--- config.mk ---
export PLATFORM = sky130hd
export DESIGN_NAME = timer_ccp_top
export DESIGN_NICKNAME = d
export VERILOG_FILES = /design/src/timer_ccp_pkg.sv /design/src/chan_if.sv /design/src/chan_ctrl.sv /design/src/timer_ccp_top.sv
export SDC_FILE = /design/constraint.sdc
export NUM_CORES = 1
export LEC_CHECK = 0
export ABC_AREA = 1
export BUFFER_PORTS_ARGS = -buffer_cell sky130_fd_sc_hd__buf_4
export CAP_MARGIN = 0
export CORE_ASPECT_RATIO = 0.5
export CORE_UTILIZATION = 50
export DETAILED_ROUTE_END_ITERATION = 16
export GPL_ROUTABILITY_DRIVEN = 0
export PLACE_DENSITY = 0.72
export SLEW_MARGIN = 25
export SYNTH_ARGS = -nofsm -noshare
export SYNTH_HDL_FRONTEND = slang
export SYNTH_SLANG_ARGS = --single-unit
export TNS_END_PERCENT = 10
--- constraint.sdc ---
create_clock -name aclk -period 2.15 [get_ports aclk]
set_clock_uncertainty 0.2 [all_clocks]
set_input_delay 0.1075 -clock aclk [delete_from_list [all_inputs] [get_ports aclk]]
set_output_delay 0.1075 -clock aclk [all_outputs]
set_load 0.05 [all_outputs]
--- src/timer_ccp_pkg.sv ---
// Constants shared by the period timer and its capture/compare channels
`default_nettype none
package timer_ccp_pkg;
  // ==========================================================
  // Register byte addresses
  localparam logic [7:0] ADDR_CTRL = 8'h00;
  localparam logic [7:0] ADDR_COUNT = 8'h04;
  localparam logic [7:0] ADDR_LIMIT = 8'h08;
  localparam logic [7:0] ADDR_FLAGS = 8'h0C;
  localparam logic [7:0] ADDR_ENABLES = 8'h10;
  localparam logic [7:0] ADDR_MODE0 = 8'h14;
  localparam logic [7:0] ADDR_DATA0 = 8'h18;
  localparam logic [7:0] ADDR_MODE1 = 8'h1C;
  localparam logic [7:0] ADDR_DATA1 = 8'h20;
  localparam logic [7:0] ADDR_SPI_SEL = 8'h24;
  // ==========================================================
  // Fields, masks and reset values
  localparam int POST_LSB = 3;
  localparam int RUN_BIT = 2;
  localparam int FLAG_TIMER_BIT = 1;
  localparam int FLAG_CH_LSB = 2;
  localparam logic [7:0] CTRL_MASK = 8'h7F;
  localparam logic [7:0] MODE_MASK = 8'h3F;
  localparam logic [7:0] FLAG_MASK = 8'h0E;
  localparam logic [7:0] LIMIT_RESET = 8'hFF;
  localparam logic [3:0] PRE_LAST_DIV4 = 4'h3;
  localparam logic [3:0] PRE_LAST_DIV16 = 4'hF;
  localparam logic [3:0] CAP_LAST_4 = 4'h3;
  localparam logic [3:0] CAP_LAST_16 = 4'hF;
  localparam logic [1:0] RESP_OKAY = 2'h0;
  localparam logic [1:0] RESP_SLVERR = 2'h2;
  // ==========================================================
  // Channel mode codes
  localparam logic [3:0] MODE_OFF = 4'h0;
  localparam logic [3:0] MODE_TOGGLE = 4'h2;
  localparam logic [3:0] MODE_CAP_FALL = 4'h4;
  localparam logic [3:0] MODE_CAP_RISE = 4'h5;
  localparam logic [3:0] MODE_CAP_4 = 4'h6;
  localparam logic [3:0] MODE_CAP_16 = 4'h7;
  localparam logic [3:0] MODE_SET_HIGH = 4'h8;
  localparam logic [3:0] MODE_SET_LOW = 4'h9;
  localparam logic [3:0] MODE_SOFT = 4'hA;
  localparam logic [3:0] MODE_SPECIAL = 4'hB;
endpackage
`default_nettype wire

--- src/chan_if.sv ---
// Link between the timer core and one capture/compare channel
`default_nettype none
interface chan_if;
  logic [3:0] mode;
  logic [15:0] data;
  logic [15:0] timer16;
  logic pin_in;
  logic pin_out;
  logic pin_oe_n;
  logic event_set;
  logic capture;
  logic special;
  modport core (output mode, data, timer16, pin_in,
    input pin_out, pin_oe_n, event_set, capture, special);
  modport chan (input mode, data, timer16, pin_in,
    output pin_out, pin_oe_n, event_set, capture, special);
endinterface
`default_nettype wire

--- src/chan_ctrl.sv ---
// Mode decode, capture edge logic and compare pin actions of one channel
`default_nettype none
module chan_ctrl import timer_ccp_pkg::*; (
  // Clock and reset
  input wire logic aclk,
  input wire logic aresetn,
  // Core side
  chan_if.chan bus
);
  typedef struct packed {
    logic pin;
    logic pin_prev;
    logic eq_prev;
    logic [3:0] cap_cnt;
    logic [3:0] mode_prev;
  } chan_state_t;
  chan_state_t s_reg, s_next;
  logic [3:0] m;
  logic is_cap, is_cmp, eq, hit, rise, fall, cap;

  always_comb begin
    m = bus.mode;
    is_cap = (m[3:2] == 2'b01);
    is_cmp = (m == MODE_TOGGLE) || (m[3:2] == 2'b10);
    eq = (bus.timer16 == bus.data);
    // Match acts once per equality, not every cycle it holds
    hit = is_cmp && eq && !s_reg.eq_prev;
    rise = bus.pin_in && !s_reg.pin_prev;
    fall = !bus.pin_in && s_reg.pin_prev;
    s_next = s_reg;
    s_next.pin_prev = bus.pin_in;
    s_next.eq_prev = eq;
    s_next.mode_prev = m;
    cap = 1'b0;
    unique case (m)
      MODE_CAP_FALL: cap = fall;
      MODE_CAP_RISE: cap = rise;
      MODE_CAP_4: cap = rise && (s_reg.cap_cnt == CAP_LAST_4);
      MODE_CAP_16: cap = rise && (s_reg.cap_cnt == CAP_LAST_16);
      default: cap = 1'b0;
    endcase
    if (!is_cap)
      s_next.cap_cnt = 4'h0;
    else if (cap)
      s_next.cap_cnt = 4'h0;
    else if (rise)
      s_next.cap_cnt = s_reg.cap_cnt + 4'h1;
    if (m == MODE_OFF) begin
      s_next.pin = 1'b0;
      s_next.cap_cnt = 4'h0;
    end else if (m != s_reg.mode_prev) begin
      if (m == MODE_SET_HIGH)
        s_next.pin = 1'b0;
      else if (m == MODE_SET_LOW)
        s_next.pin = 1'b1;
    end else if (hit) begin
      if (m == MODE_TOGGLE)
        s_next.pin = !s_reg.pin;
      else if (m == MODE_SET_HIGH)
        s_next.pin = 1'b1;
      else if (m == MODE_SET_LOW)
        s_next.pin = 1'b0;
    end
  end

  always_ff @(posedge aclk) begin
    if (!aresetn)
      s_reg <= '0;
    else
      s_reg <= s_next;
  end

  // Soft mode leaves the pin to its port latch
  assign bus.pin_out = s_reg.pin;
  assign bus.pin_oe_n = !((m == MODE_TOGGLE) || (m == MODE_SET_HIGH) || (m == MODE_SET_LOW));
  assign bus.event_set = hit || cap;
  assign bus.capture = cap;
  assign bus.special = hit && (m == MODE_SPECIAL);
endmodule // chan_ctrl
`default_nettype wire

--- src/timer_ccp_top.sv ---
// Period timer with pre/postscaler, match flag and two channel controllers
`default_nettype none
module timer_ccp_top import timer_ccp_pkg::*; #(
  parameter int NUM_CH = 2
) (
  // Clock and reset
  input wire logic aclk,
  input wire logic aresetn,
  // AXI4-Lite write
  input wire logic awvalid,
  output logic awready,
  input wire logic [7:0] awaddr,
  input wire logic wvalid,
  output logic wready,
  input wire logic [31:0] wdata,
  input wire logic [3:0] wstrb,
  output logic bvalid,
  input wire logic bready,
  output logic [1:0] bresp,
  // AXI4-Lite read
  input wire logic arvalid,
  output logic arready,
  input wire logic [7:0] araddr,
  output logic rvalid,
  input wire logic rready,
  output logic [31:0] rdata,
  output logic [1:0] rresp,
  // Free-running 16-bit timer compared and captured by the channels
  input wire logic [15:0] cmp_timer,
  // Channel pins
  input wire logic [NUM_CH-1:0] channel_pin_in,
  output logic [NUM_CH-1:0] channel_pin_out,
  output logic [NUM_CH-1:0] channel_pin_oe_n,
  // Events and time bases
  output logic pwm_time_base,
  output logic [NUM_CH-1:0][9:0] pwm_duty,
  output logic spi_shift_tick,
  output logic [NUM_CH-1:0] special_event,
  output logic irq_req
);
  typedef struct packed {
    logic [7:0] ctrl;
    logic [7:0] count;
    logic [7:0] limit;
    logic [3:0] pre;
    logic [3:0] post;
    logic [7:0] flags;
    logic [7:0] enables;
    logic [NUM_CH-1:0][7:0] mode;
    logic [NUM_CH-1:0][15:0] data;
    logic spi_sel;
    logic awg;
    logic wg;
    logic [7:0] awa;
    logic [31:0] wd;
    logic [3:0] ws;
    logic bvalid;
    logic [1:0] bresp;
    logic rvalid;
    logic [31:0] rdata;
    logic [1:0] rresp;
  } top_state_t;
  top_state_t s_reg, s_next;

  logic [NUM_CH-1:0] ch_event, ch_capture;
  logic run, tick, match, wr_fire, hit_ok;
  logic [3:0] pre_last, post_sel;

  // ==========================================================
  // Channel instances
  for (genvar i = 0; i < NUM_CH; i++) begin : g_ch
    chan_if cif();
    assign cif.mode = s_reg.mode[i][3:0];
    assign cif.data = s_reg.data[i];
    assign cif.timer16 = cmp_timer;
    assign cif.pin_in = channel_pin_in[i];
    assign channel_pin_out[i] = cif.pin_out;
    assign channel_pin_oe_n[i] = cif.pin_oe_n;
    assign ch_event[i] = cif.event_set;
    assign ch_capture[i] = cif.capture;
    assign special_event[i] = cif.special;
    // Duty only means something in PWM modes
    assign pwm_duty[i] = {s_reg.data[i][7:0], s_reg.mode[i][5:4]};
    chan_ctrl u_chan (
      .aclk(aclk),
      .aresetn(aresetn),
      .bus(cif.chan)
    );
  end

  // ==========================================================
  // Register read mux
  function automatic logic [32:0] read_reg(input top_state_t st, input logic [7:0] a);
    logic [32:0] r;
    r = {1'b1, 32'h0000_0000};
    unique case (a)
      ADDR_CTRL: r = {1'b1, 24'h0, st.ctrl};
      ADDR_COUNT: r = {1'b1, 24'h0, st.count};
      ADDR_LIMIT: r = {1'b1, 24'h0, st.limit};
      ADDR_FLAGS: r = {1'b1, 24'h0, st.flags};
      ADDR_ENABLES: r = {1'b1, 24'h0, st.enables};
      ADDR_MODE0: r = {1'b1, 24'h0, st.mode[0]};
      ADDR_DATA0: r = {1'b1, 16'h0, st.data[0]};
      ADDR_MODE1: r = {1'b1, 24'h0, st.mode[1]};
      ADDR_DATA1: r = {1'b1, 16'h0, st.data[1]};
      ADDR_SPI_SEL: r = {1'b1, 31'h0, st.spi_sel};
      default: r = {1'b0, 32'h0000_0000};
    endcase
    return r;
  endfunction

  // ==========================================================
  // Next-state logic
  always_comb begin
    logic [32:0] rd;
    rd = read_reg(s_reg, araddr);
    s_next = s_reg;
    run = s_reg.ctrl[RUN_BIT];
    post_sel = s_reg.ctrl[POST_LSB +: 4];
    unique case (s_reg.ctrl[1:0])
      2'b00: pre_last = 4'h0;
      2'b01: pre_last = PRE_LAST_DIV4;
      default: pre_last = PRE_LAST_DIV16;
    endcase
    tick = run && (s_reg.pre == pre_last);
    match = tick && (s_reg.count == s_reg.limit);
    wr_fire = s_reg.awg && s_reg.wg && !s_reg.bvalid;
    hit_ok = 1'b1;
    if (run)
      s_next.pre = tick ? 4'h0 : s_reg.pre + 4'h1;
    if (tick)
      s_next.count = match ? 8'h00 : s_reg.count + 8'h01;
    if (match)
      s_next.post = (s_reg.post == post_sel) ? 4'h0 : s_reg.post + 4'h1;
    // Write channels are taken in either order
    if (awvalid && awready) begin
      s_next.awg = 1'b1;
      s_next.awa = awaddr;
    end
    if (wvalid && wready) begin
      s_next.wg = 1'b1;
      s_next.wd = wdata;
      s_next.ws = wstrb;
    end
    if (s_reg.bvalid && bready)
      s_next.bvalid = 1'b0;
    if (wr_fire) begin
      s_next.awg = 1'b0;
      s_next.wg = 1'b0;
      s_next.bvalid = 1'b1;
      s_next.bresp = RESP_OKAY;
      // Only lane 0 carries the byte registers
      unique case (s_reg.awa)
        ADDR_CTRL: if (s_reg.ws[0]) begin
          s_next.ctrl = s_reg.wd[7:0] & CTRL_MASK;
          s_next.pre = 4'h0;
          s_next.post = 4'h0;
        end
        ADDR_COUNT: if (s_reg.ws[0]) begin
          s_next.count = s_reg.wd[7:0];
          s_next.pre = 4'h0;
          s_next.post = 4'h0;
          hit_ok = 1'b0;
        end
        ADDR_LIMIT: if (s_reg.ws[0]) s_next.limit = s_reg.wd[7:0];
        ADDR_FLAGS: if (s_reg.ws[0]) s_next.flags = s_reg.wd[7:0] & FLAG_MASK;
        ADDR_ENABLES: if (s_reg.ws[0]) s_next.enables = s_reg.wd[7:0] & FLAG_MASK;
        ADDR_MODE0: if (s_reg.ws[0]) s_next.mode[0] = s_reg.wd[7:0] & MODE_MASK;
        ADDR_MODE1: if (s_reg.ws[0]) s_next.mode[1] = s_reg.wd[7:0] & MODE_MASK;
        ADDR_DATA0: begin
          if (s_reg.ws[0]) s_next.data[0][7:0] = s_reg.wd[7:0];
          if (s_reg.ws[1]) s_next.data[0][15:8] = s_reg.wd[15:8];
        end
        ADDR_DATA1: begin
          if (s_reg.ws[0]) s_next.data[1][7:0] = s_reg.wd[7:0];
          if (s_reg.ws[1]) s_next.data[1][15:8] = s_reg.wd[15:8];
        end
        ADDR_SPI_SEL: if (s_reg.ws[0]) s_next.spi_sel = s_reg.wd[0];
        default: s_next.bresp = RESP_SLVERR;
      endcase
    end
    // Hardware sets win over a software clear in the same cycle
    if (match && (s_reg.post == post_sel) && hit_ok)
      s_next.flags[FLAG_TIMER_BIT] = 1'b1;
    for (int i = 0; i < NUM_CH; i++) begin
      if (ch_event[i])
        s_next.flags[FLAG_CH_LSB + i] = 1'b1;
      // Capture overrides a software data write in the same cycle
      if (ch_capture[i])
        s_next.data[i] = cmp_timer;
    end
    if (s_reg.rvalid && rready)
      s_next.rvalid = 1'b0;
    if (arvalid && arready) begin
      s_next.rvalid = 1'b1;
      s_next.rdata = rd[31:0];
      s_next.rresp = rd[32] ? RESP_OKAY : RESP_SLVERR;
    end
  end

  always_ff @(posedge aclk) begin
    if (!aresetn) begin
      s_reg <= '0;
      s_reg.limit <= LIMIT_RESET;
    end else begin
      s_reg <= s_next;
    end
  end

  // ==========================================================
  // Outputs
  assign awready = !s_reg.awg && !s_reg.bvalid;
  assign wready = !s_reg.wg && !s_reg.bvalid;
  assign bvalid = s_reg.bvalid;
  assign bresp = s_reg.bresp;
  assign arready = !s_reg.rvalid;
  assign rvalid = s_reg.rvalid;
  assign rdata = s_reg.rdata;
  assign rresp = s_reg.rresp;
  assign pwm_time_base = match;
  assign spi_shift_tick = match && s_reg.spi_sel;
  assign irq_req = s_reg.flags[FLAG_TIMER_BIT] && s_reg.enables[FLAG_TIMER_BIT];
endmodule // timer_ccp_top
`default_nettype wire

# Word-level counts from Yosys, hierarchy flattened
# Index checks and enable logic that the tools add are counted.
# op_classes
n_reduce_logical	99
n_addsub	5
n_mux	61
eq_ne	54
bitwise	3
# ops
op	n
33-bit case mux with 10 select lines	1
8-bit two-way mux	13
91-bit two-way mux	1
8-bit by 5-bit equality test with 1-bit output (second input constant)	8
16-bit two-way mux	4
3-bit AND reduction	15
2-bit nonzero test	21
35-bit two-way mux	1
16-bit equality test	2
4-bit by 3-bit equality test with 1-bit output (second input constant)	8
4-bit equality test (second input constant)	8
8-bit by 4-bit equality test with 1-bit output (second input constant)	4
8-bit by 6-bit equality test with 1-bit output (second input constant)	4
1-bit logical AND	29
1-bit two-way mux	26
4-bit two-way mux	6
6-bit two-way mux	3
4-bit by 1-bit adder with 4-bit output (second input constant)	4
4-bit by 2-bit equality test with 1-bit output (second input constant)	4
8-bit by 3-bit equality test with 1-bit output (second input constant)	2
8-bit logical NOT	2
1-bit logical NOT	14
10-bit OR reduction	1
8-bit by 1-bit adder with 8-bit output (second input constant)	1
17 further kinds	40
# word_totals
out_inout_bits	70
register_bits	170
input_bits	77
wordCells	258

# Longest topological paths before layout
# Gate-level depths: netlist of the first run.
# logic_depth
ltp_word	11
ltp_mapped	12
depth_no_buf	12

# Modules after synthesis
# Synthesis of the first run repeated with hierarchy kept, for this count alone.
# hier_totals
cells_unflattened	1262
hier_area_um2	8360.5
# modules_own_cells
mod	seq_area_each_um2	area_each_um2	cells_each	instances
timer_ccp_top	2602.5	6563.8	926	1
chan_ctrl	220.2	898.4	168	2

# Least setup slack after synthesis of the first run
# OpenSTA, ideal clock, no wires.
# synth_timing
kind	reg2reg
from	register s_reg, in the netlist bvalid
to	register s_reg[56] (netlist bit)
setup_time_ns	0.128
slack_ns	-0.227
path_buffers	1
synth_period_minus_slack_ns	2.377
required_time_ns	1.822
path_stages_with_launch	6
t_arrival_ns	2.049
cell_sequence	dfxtp_1 -> nor2_1 -> nand2_1 -> clkbuf_1 -> o21ai_0 -> a21oi_1
# synth_between
elab_chain_cells	3
# synth_rtl
element	line_no	text
start, declared	timer_ccp_top.sv:63	top_state_t s_reg, s_next;
start signal, assigned	timer_ccp_top.sv:206	s_reg <= s_next;
1-bit logical NOT	timer_ccp_top.sv:213	assign wready = !s_reg.wg && !s_reg.bvalid;
1-bit logical AND	timer_ccp_top.sv:213	
net wready	timer_ccp_top.sv:14	output logic wready,
1-bit logical AND	timer_ccp_top.sv:140	if (wvalid && wready) begin
# The timed path passes the listed nets, and every way through them passes these cells.
# A chain may end at the register's enable or synchronous reset.

# Final worst setup path of the first run
# layout_timing
from	input cmp_timer[9]
to	output special_event[0]
# layout_between
elab_chain_cells	4
# layout_rtl
element	line_no	text
start, declared	timer_ccp_top.sv:29	input wire logic [15:0] cmp_timer,
16-bit equality test	chan_ctrl.sv:25	eq = (bus.timer16 == bus.data);
1-bit logical AND (2 in a row)	chan_ctrl.sv:27	hit = is_cmp && eq && !s_reg.eq_prev;
1-bit logical AND	chan_ctrl.sv:78	assign bus.special = hit && (m == MODE_SPECIAL);
end, declared	timer_ccp_top.sv:38	output logic [NUM_CH-1:0] special_event,
# Every way passes these cells.

==> impl_metrics.toml, run 1 <==
[die]
initial_core_util_pct = 51.09
rows = 33
io-pin-count = 147
dieArea_um2 = 17300
die_h_um = 93.51
fp.coreArea_um2 = 16390
die_x_um = 185.0

[synth]
synthCells = 1204
yosysWarnings = 0
netlist.area_leader.share_pct = 36.34
synth_area_leaders = "dfxtp_1, nand2_1, nor2_1, buf_4, inv_1"
yosys.area.top_type = "dfxtp_1"
synth_edf_count = 0
ys_seq_area_share_pct = 36.34
synthArstFlopShare_pct = 0
synth_area_um2 = 8374
syn-mean-instance-area_um2 = 6.955
ys.flop_type = "dfxtp_1"
ys_ff_latch = 152
netlist-cell-type-count = 44

[sta]
drv_slew = 0
hold_viol = 1
max_slew.worst_pin.slew_ps = 601.9
fin_ws_ps = -26.63
fmax_ghz = 0.4594
slew_headroom_pct = 59.88
fin_crit_ps = 2177
rsz0062_at_grt = "yes"
finalCritPeriodShare_pct = 101.2
setup_tns_ps = -26.63
whs_ps = -5.839
setup_viol = 1

[cells_and_area]
nets = 1408
drive_above_1_share_pct = 19.00
area_growth_pct = 23.97
n_antenna_cell = 0
largest_reg_flops = 61

[run_status]
status = "finished with violations"
violations = "DRC, hold timing, setup timing"

[clock_tree]
htreeDepth = 4
cts_buffer_depth = 2
clkTransAtPathRegs_ps = 70
clkLatencyLatePin_ps = 430
cts-root-buf = "clkbuf_16"
cts_tree = "done"
cts.sinks = 152
cts_buffers = 17

[route]
drt_first_pass_iters = 11
drtIter0Drc = 822
num_vias = 8388
wl_per_cell_um = 15.28
routed_via_density = 5.363
drc_errors = 1
finalWirelength_mm = 23.90
ant_nets = 0

[power_and_ir_drop]
power.density_nw_per_um2 = 637.5
finalPower_mw = 6.618
p_leak_nw = 4.569
ir_worst_vdd_uv = 591.9

[grt]
grt_pass1_vias = 7621
antenna_found_initial = 0
grt_usage_pct = 28.42
overflow = 0
grt_pass1_wl_mm = 38.07
grt_max_degree = 91

[placement]
post-place-ws_ps = 172.0
dp_hpwl_mm = 16.70
port-buffer-count = 110

[setup_path]
cp.required_ps = 1840
cp_max_fo = 4
cp-end-kind = "output pin"
worstPathArrival_ps = 1870
worstSetupStartpointType = "primary input"
critPathKind = "in -> out"

[flow_run]
max_cap_viol_count = 0

[hold_path]
hold_path.class = "in -> reg"
per-layer routing:
| layer | vias up | GRT usage (%) | wire length (µm) |
|---|---|---|---|
| li1 | 4102 | - | - |
| met1 | 3804 | 37.22 | 10490 |
| met2 | 413 | 44.55 | 10420 |
| met3 | 69 | 7.321 | 2234 |
| met4 | 0 | 11.50 | 756 |
| met5 | - | 0 | 0 |
synthesized netlist by cell type (3+ instances only):
library cell / count
o21ai_1: 5
nor3_1: 8
buf_1: 5
nor2_4: 3
nand3_1: 78
a211oi_1: 25
nor3_2: 6
nand4_1: 17
dfxtp_1: 152
a21oi_1: 65
nor3_4: 3
o22ai_1: 4
inv_1: 110
clkbuf_1: 21
nor2_1: 185
buf_6: 4
o2111ai_1: 3
buf_4: 63
inv_2: 3
o21ai_0: 57
nand2_1: 255
xnor2_1: 16
xor2_1: 33
ha_1: 5
o211ai_2: 8
buf_2: 13
o211ai_1: 35
final cells by class:
type                    instances  area, µm²
clock buffers                  17      425.4
clock inverters                13      147.6
fillers                      1472       6011
inverters                     116      436.7
multi-input cells             846       4397
flip-flops and latches        152       3064
well taps                     227      284.0
repair buffers                193       1627
final timing paths:
check	from	to	slack [ps]	cells after the start
worst max register to register	bvalid	s_reg[151]	90	6
worst max-delay path	cmp_timer[9]	special_event[0]	-30	9
worst min-delay path	aresetn	g_ch[0].cif.data[1]	-6	4
worst min register to register	rdata[14]	rdata[14]	270	2
per-stage QoR:
stage          std cells  instance area (µm²)  util, %
4_1_cts             1561                10270    62.64
3_5_place_dp        1479                 9125    55.67
5_1_grt             1564                10380    63.33
6_report            1564                10380    63.33
3_3_place_gp        1479                 9125    55.67
2_1_floorplan       1221                 8441        -
power breakdown:
group	total (mW)	internal, mW	switching (mW)
registers	2.91	2.88	0.0373
logic	0.732	0.245	0.488
clock network	2.97	1.71	1.26
total	6.62	4.83	1.79
cell usage in the layout, fill, tap and decap left out, types with 16 or more instances in the layout:
| cell | count |
|---|---|
| nor2_1 | 170 |
| nand2_1 | 252 |
| inv_1 | 106 |
| a211oi_1 | 25 |
| nand4_1 | 17 |
| a21oi_1 | 62 |
| o211ai_1 | 35 |
| o21ai_0 | 56 |
| dlygate4sd3_1 | 50 |
| nand3_1 | 72 |
| dfxtp_1 | 137 |
| buf_4 | 136 |
| xnor2_1 | 16 |
| xor2_1 | 33 |
| clkbuf_16 | 17 |
| conb_1 | 18 |
what timing repair did:
item / CTS / global route
pin swaps: 5 / 10
endpoints found under the hold margin: 82 / 0
gates resized for setup: 20 / 36
cloned: 0 / 0
hold buffers: 50 / 0
endpoints found under the setup margin: 4 / 8
buffers inserted: 2 / 3
critical path, stage by stage:
cell	delay (ps)
dlygate4sd3_1	540
buf_4	160
xor2_1	140
nor2_1	140
nand2_1	110
nor2_2	160
nand3_2	180
nor2_2	160
buf_6	170
cell families after synthesis:
kind of cell             after synthesis  share of synthesized area (%)
AND/OR/NAND/NOR                      568                          29.22
XOR/XNOR                              49                          5.125
buffers and inverters                223                          13.40
flip-flops                           152                          36.34
other                                  1                        0.04478
AO/OA/AOI/OAI                        206                          15.12
adder cells (fa/ha/maj)                5                         0.7470
(Power assumes the default switching activity.)
==> run 2: changes to the inputs <==
- BUFFER_PORTS_ARGS: -buffer_cell sky130_fd_sc_hd__buf_4 -> unset
- DONT_BUFFER_PORTS: unset -> 1
- PLACE_DENSITY: 0.72 -> 0.64
==> run 2 against run 1 <==
Net effect: the flow now finishes without violations; first-iteration DRC count down 35%; cell area decreased by 2.5%; sequential power about the same; sequential cell count did not move; non-clock buffer count decreased by 50; global-route usage increased by 0.23 points; register-to-register slack better by 60 ps; via count is 3.4% lower; worst setup slack improved by 48 ps; largest cell class unchanged; largest power group unchanged.
==> impl_metrics.toml, run 2 (same netlist as run 1, synthesis figures left out) <==
[setup_path]
cp-end-kind = "output pin"
cp_num_buf_inv = 2
path_cells = "nor2_1, nand2_1, nand2_1, inv_1, nor2_4, nand4_1, nor2_1, buf_6"
cpPeakStageDelay_ps = 350
cp_max_fo = 7
cp_top_family = "simple AND/OR/NAND/NOR gates"
r2r_slack_ps = 150
critPathKind = "reg -> out"
worstPathArrival_ps = 1820
r2r_end = "s_reg[38]"
slowest_stage = "dfxtp_2"
worstReg2RegStart = "bvalid"
cp.required_ps = 1840
worstSetupStartpointType = "flop"
ff2ff_path_depth = 6

[sta]
fin_ws_ps = 21.27
fin_crit_ps = 2129
fmax_ghz = 0.4698
whs_ps = 46.56
slew_headroom_pct = 57.72
max_slew.worst_pin.slew_ps = 630.8
finalCritPeriodShare_pct = 99.01
hold_viol = 0
setup_viol = 0
rsz0062_at_grt = "yes"
drv_slew = 0

[die]
io-pin-count = 147
rows = 33
dieArea_um2 = 17300
initial_core_util_pct = 51.09
die_h_um = 93.51
die_x_um = 185.0
fp.coreArea_um2 = 16390

[grt]
antenna_found_initial = 1
grt_pass1_wl_mm = 38.09
overflow = 0
grt_max_degree = 90
grt_pass1_vias = 7568
grt_usage_pct = 28.65

[power_and_ir_drop]
swShare_pct = 27.32
ir_worst_vdd_uv = 562.1
p_switching_mw = 1.820
finalPower_mw = 6.664
power.density_nw_per_um2 = 658.4
pwr-share-clk_pct = 46.2
comb_power_share_pct = 10.0
p_leak_nw = 4.358
seqPwrFrac_pct = 43.7
internal-power_mw = 4.844

[cells_and_area]
regArea_um2 = 3060
drive_above_1_share_pct = 14.97
final-instance-count-excl-fill = 1517
finalInstanceArea_um2 = 10120
final_cell_mix = "nand2_1, nor2_1, dfxtp_1"
fill_cells = 1535
final_common_cell = "nand2_1"
largest_reg_flops = 61
nets = 1358
area_growth_pct = 20.87
multi_input_area_um2 = 4424

[clock_tree]
htreeDepth = 4
cts_buffers = 17
cts.sinks = 152
cts_buffer_depth = 2
cts-root-buf = "clkbuf_16"
cts_tree = "done"
clkTransAtPathRegs_ps = 70
clkLatencyLatePin_ps = 430

[placement]
place_area_um2 = 8645
dp_cells = 1415
post-place-ws_ps = 187.0
port-buffer-count = 0
dp_hpwl_mm = 16.80

[route]
drt_first_pass_iters = 6
routed_via_density = 5.339
finalWirelength_mm = 24.26
wl_per_cell_um = 15.99
drc_errors = 0
num_vias = 8099
drtIter0Drc = 532
ant_nets = 0

[hold_path]
hold_path.class = "in -> reg"
worstHoldEndpoint = "g_ch[1].u_chan.s_reg[8]"
hp-start = "cmp_timer[10]"
whs_path_depth = 7

[run_status]
status = "finished, final reports clean"

[flow_run]
max_cap_viol_count = 0
-- run 2: changes by cell type in the layout (fill, tap and decap cells not counted), moves of 2 or more --
cell,delta
buf_4,-65
dlygate4sd3_1,+13
dfxtp_1,+3
dfxtp_2,-3
a21oi_1,+2
a21oi_2,-2
clkinv_4,+2
clkinvlp_4,-2
nand2_1,-2
nor2_4,+2
-- run 2: final cells by class --
class | count | area share [%]
multi-input cells | 846 | 43.71
inverters | 116 | 4.351
well taps | 227 | 2.806
clock buffers | 18 | 4.339
flip-flops and latches | 152 | 30.23
repair buffers | 143 | 12.93
clock inverters | 14 | 1.607
diodes | 1 | 0.02472
-- run 2: worst register-to-register path, cell delays in order, from the launching register on --
cell and delay (ps):
dfxtp_1 340, buf_4 210, nor2_2 150, nand2_2 170, o21ai_0 220, a21oi_1 50, dlygate4sd3_1 560
-- run 2: repair_timing --
action | in CTS | in global routing
setup buffers | 3 | 2
hold endpoints to repair | 122 | 0
pin swaps | 6 | 10
setup endpoints to repair | 4 | 15
hold buffers | 64 | 0
gates resized for setup | 29 | 34
-- run 2: through the flow --
| step | utilization (%) | setup TNS, ps |
|---|---|---|
| after floorplan | - | -648.7 |
| after global placement | 52.74 | 0 |
| after detailed placement | 52.74 | 0 |
| after CTS | 61.02 | 0 |
| after global routing | 61.75 | -207.9 |
| final | 61.75 | 0 |
-- run 2: power groups by stage --
stage                     clock network (mW)  logic (mW)  registers, mW
after floorplan                            0       0.425           2.97
final                                   3.08       0.667           2.92
after global routing                    3.26       0.714           2.92
after CTS                               3.12       0.645           2.91
after detailed placement                   0       0.505           2.98
after global placement                     0       0.497           2.98
-- run 2: worst max-delay path by stage --
stage / start / endpoint / slack, ps / cells past startpoint
after floorplan: bvalid / s_reg[79] / -110 / 5
after global placement: s_reg[165] / s_reg[152] / 240 / 9
after detailed placement: s_reg[78] / s_reg[151] / 190 / 6
after CTS: g_ch[0].cif.data[1] / special_event[0] / 0.03 / 9
after global routing: s_reg[154] / spi_shift_tick / -90 / 8
final: s_reg[174] / spi_shift_tick / 20 / 8
-- run 2: routing by layer --
layer | vias to the layer above | wire [µm] | track usage [%]
met4 | 0 | 429 | 9.435
met1 | 3776 | 11160 | 38.18
met3 | 41 | 1937 | 7.282
li1 | 3997 | - | -
met5 | - | 0 | 0
met2 | 285 | 10730 | 45.14
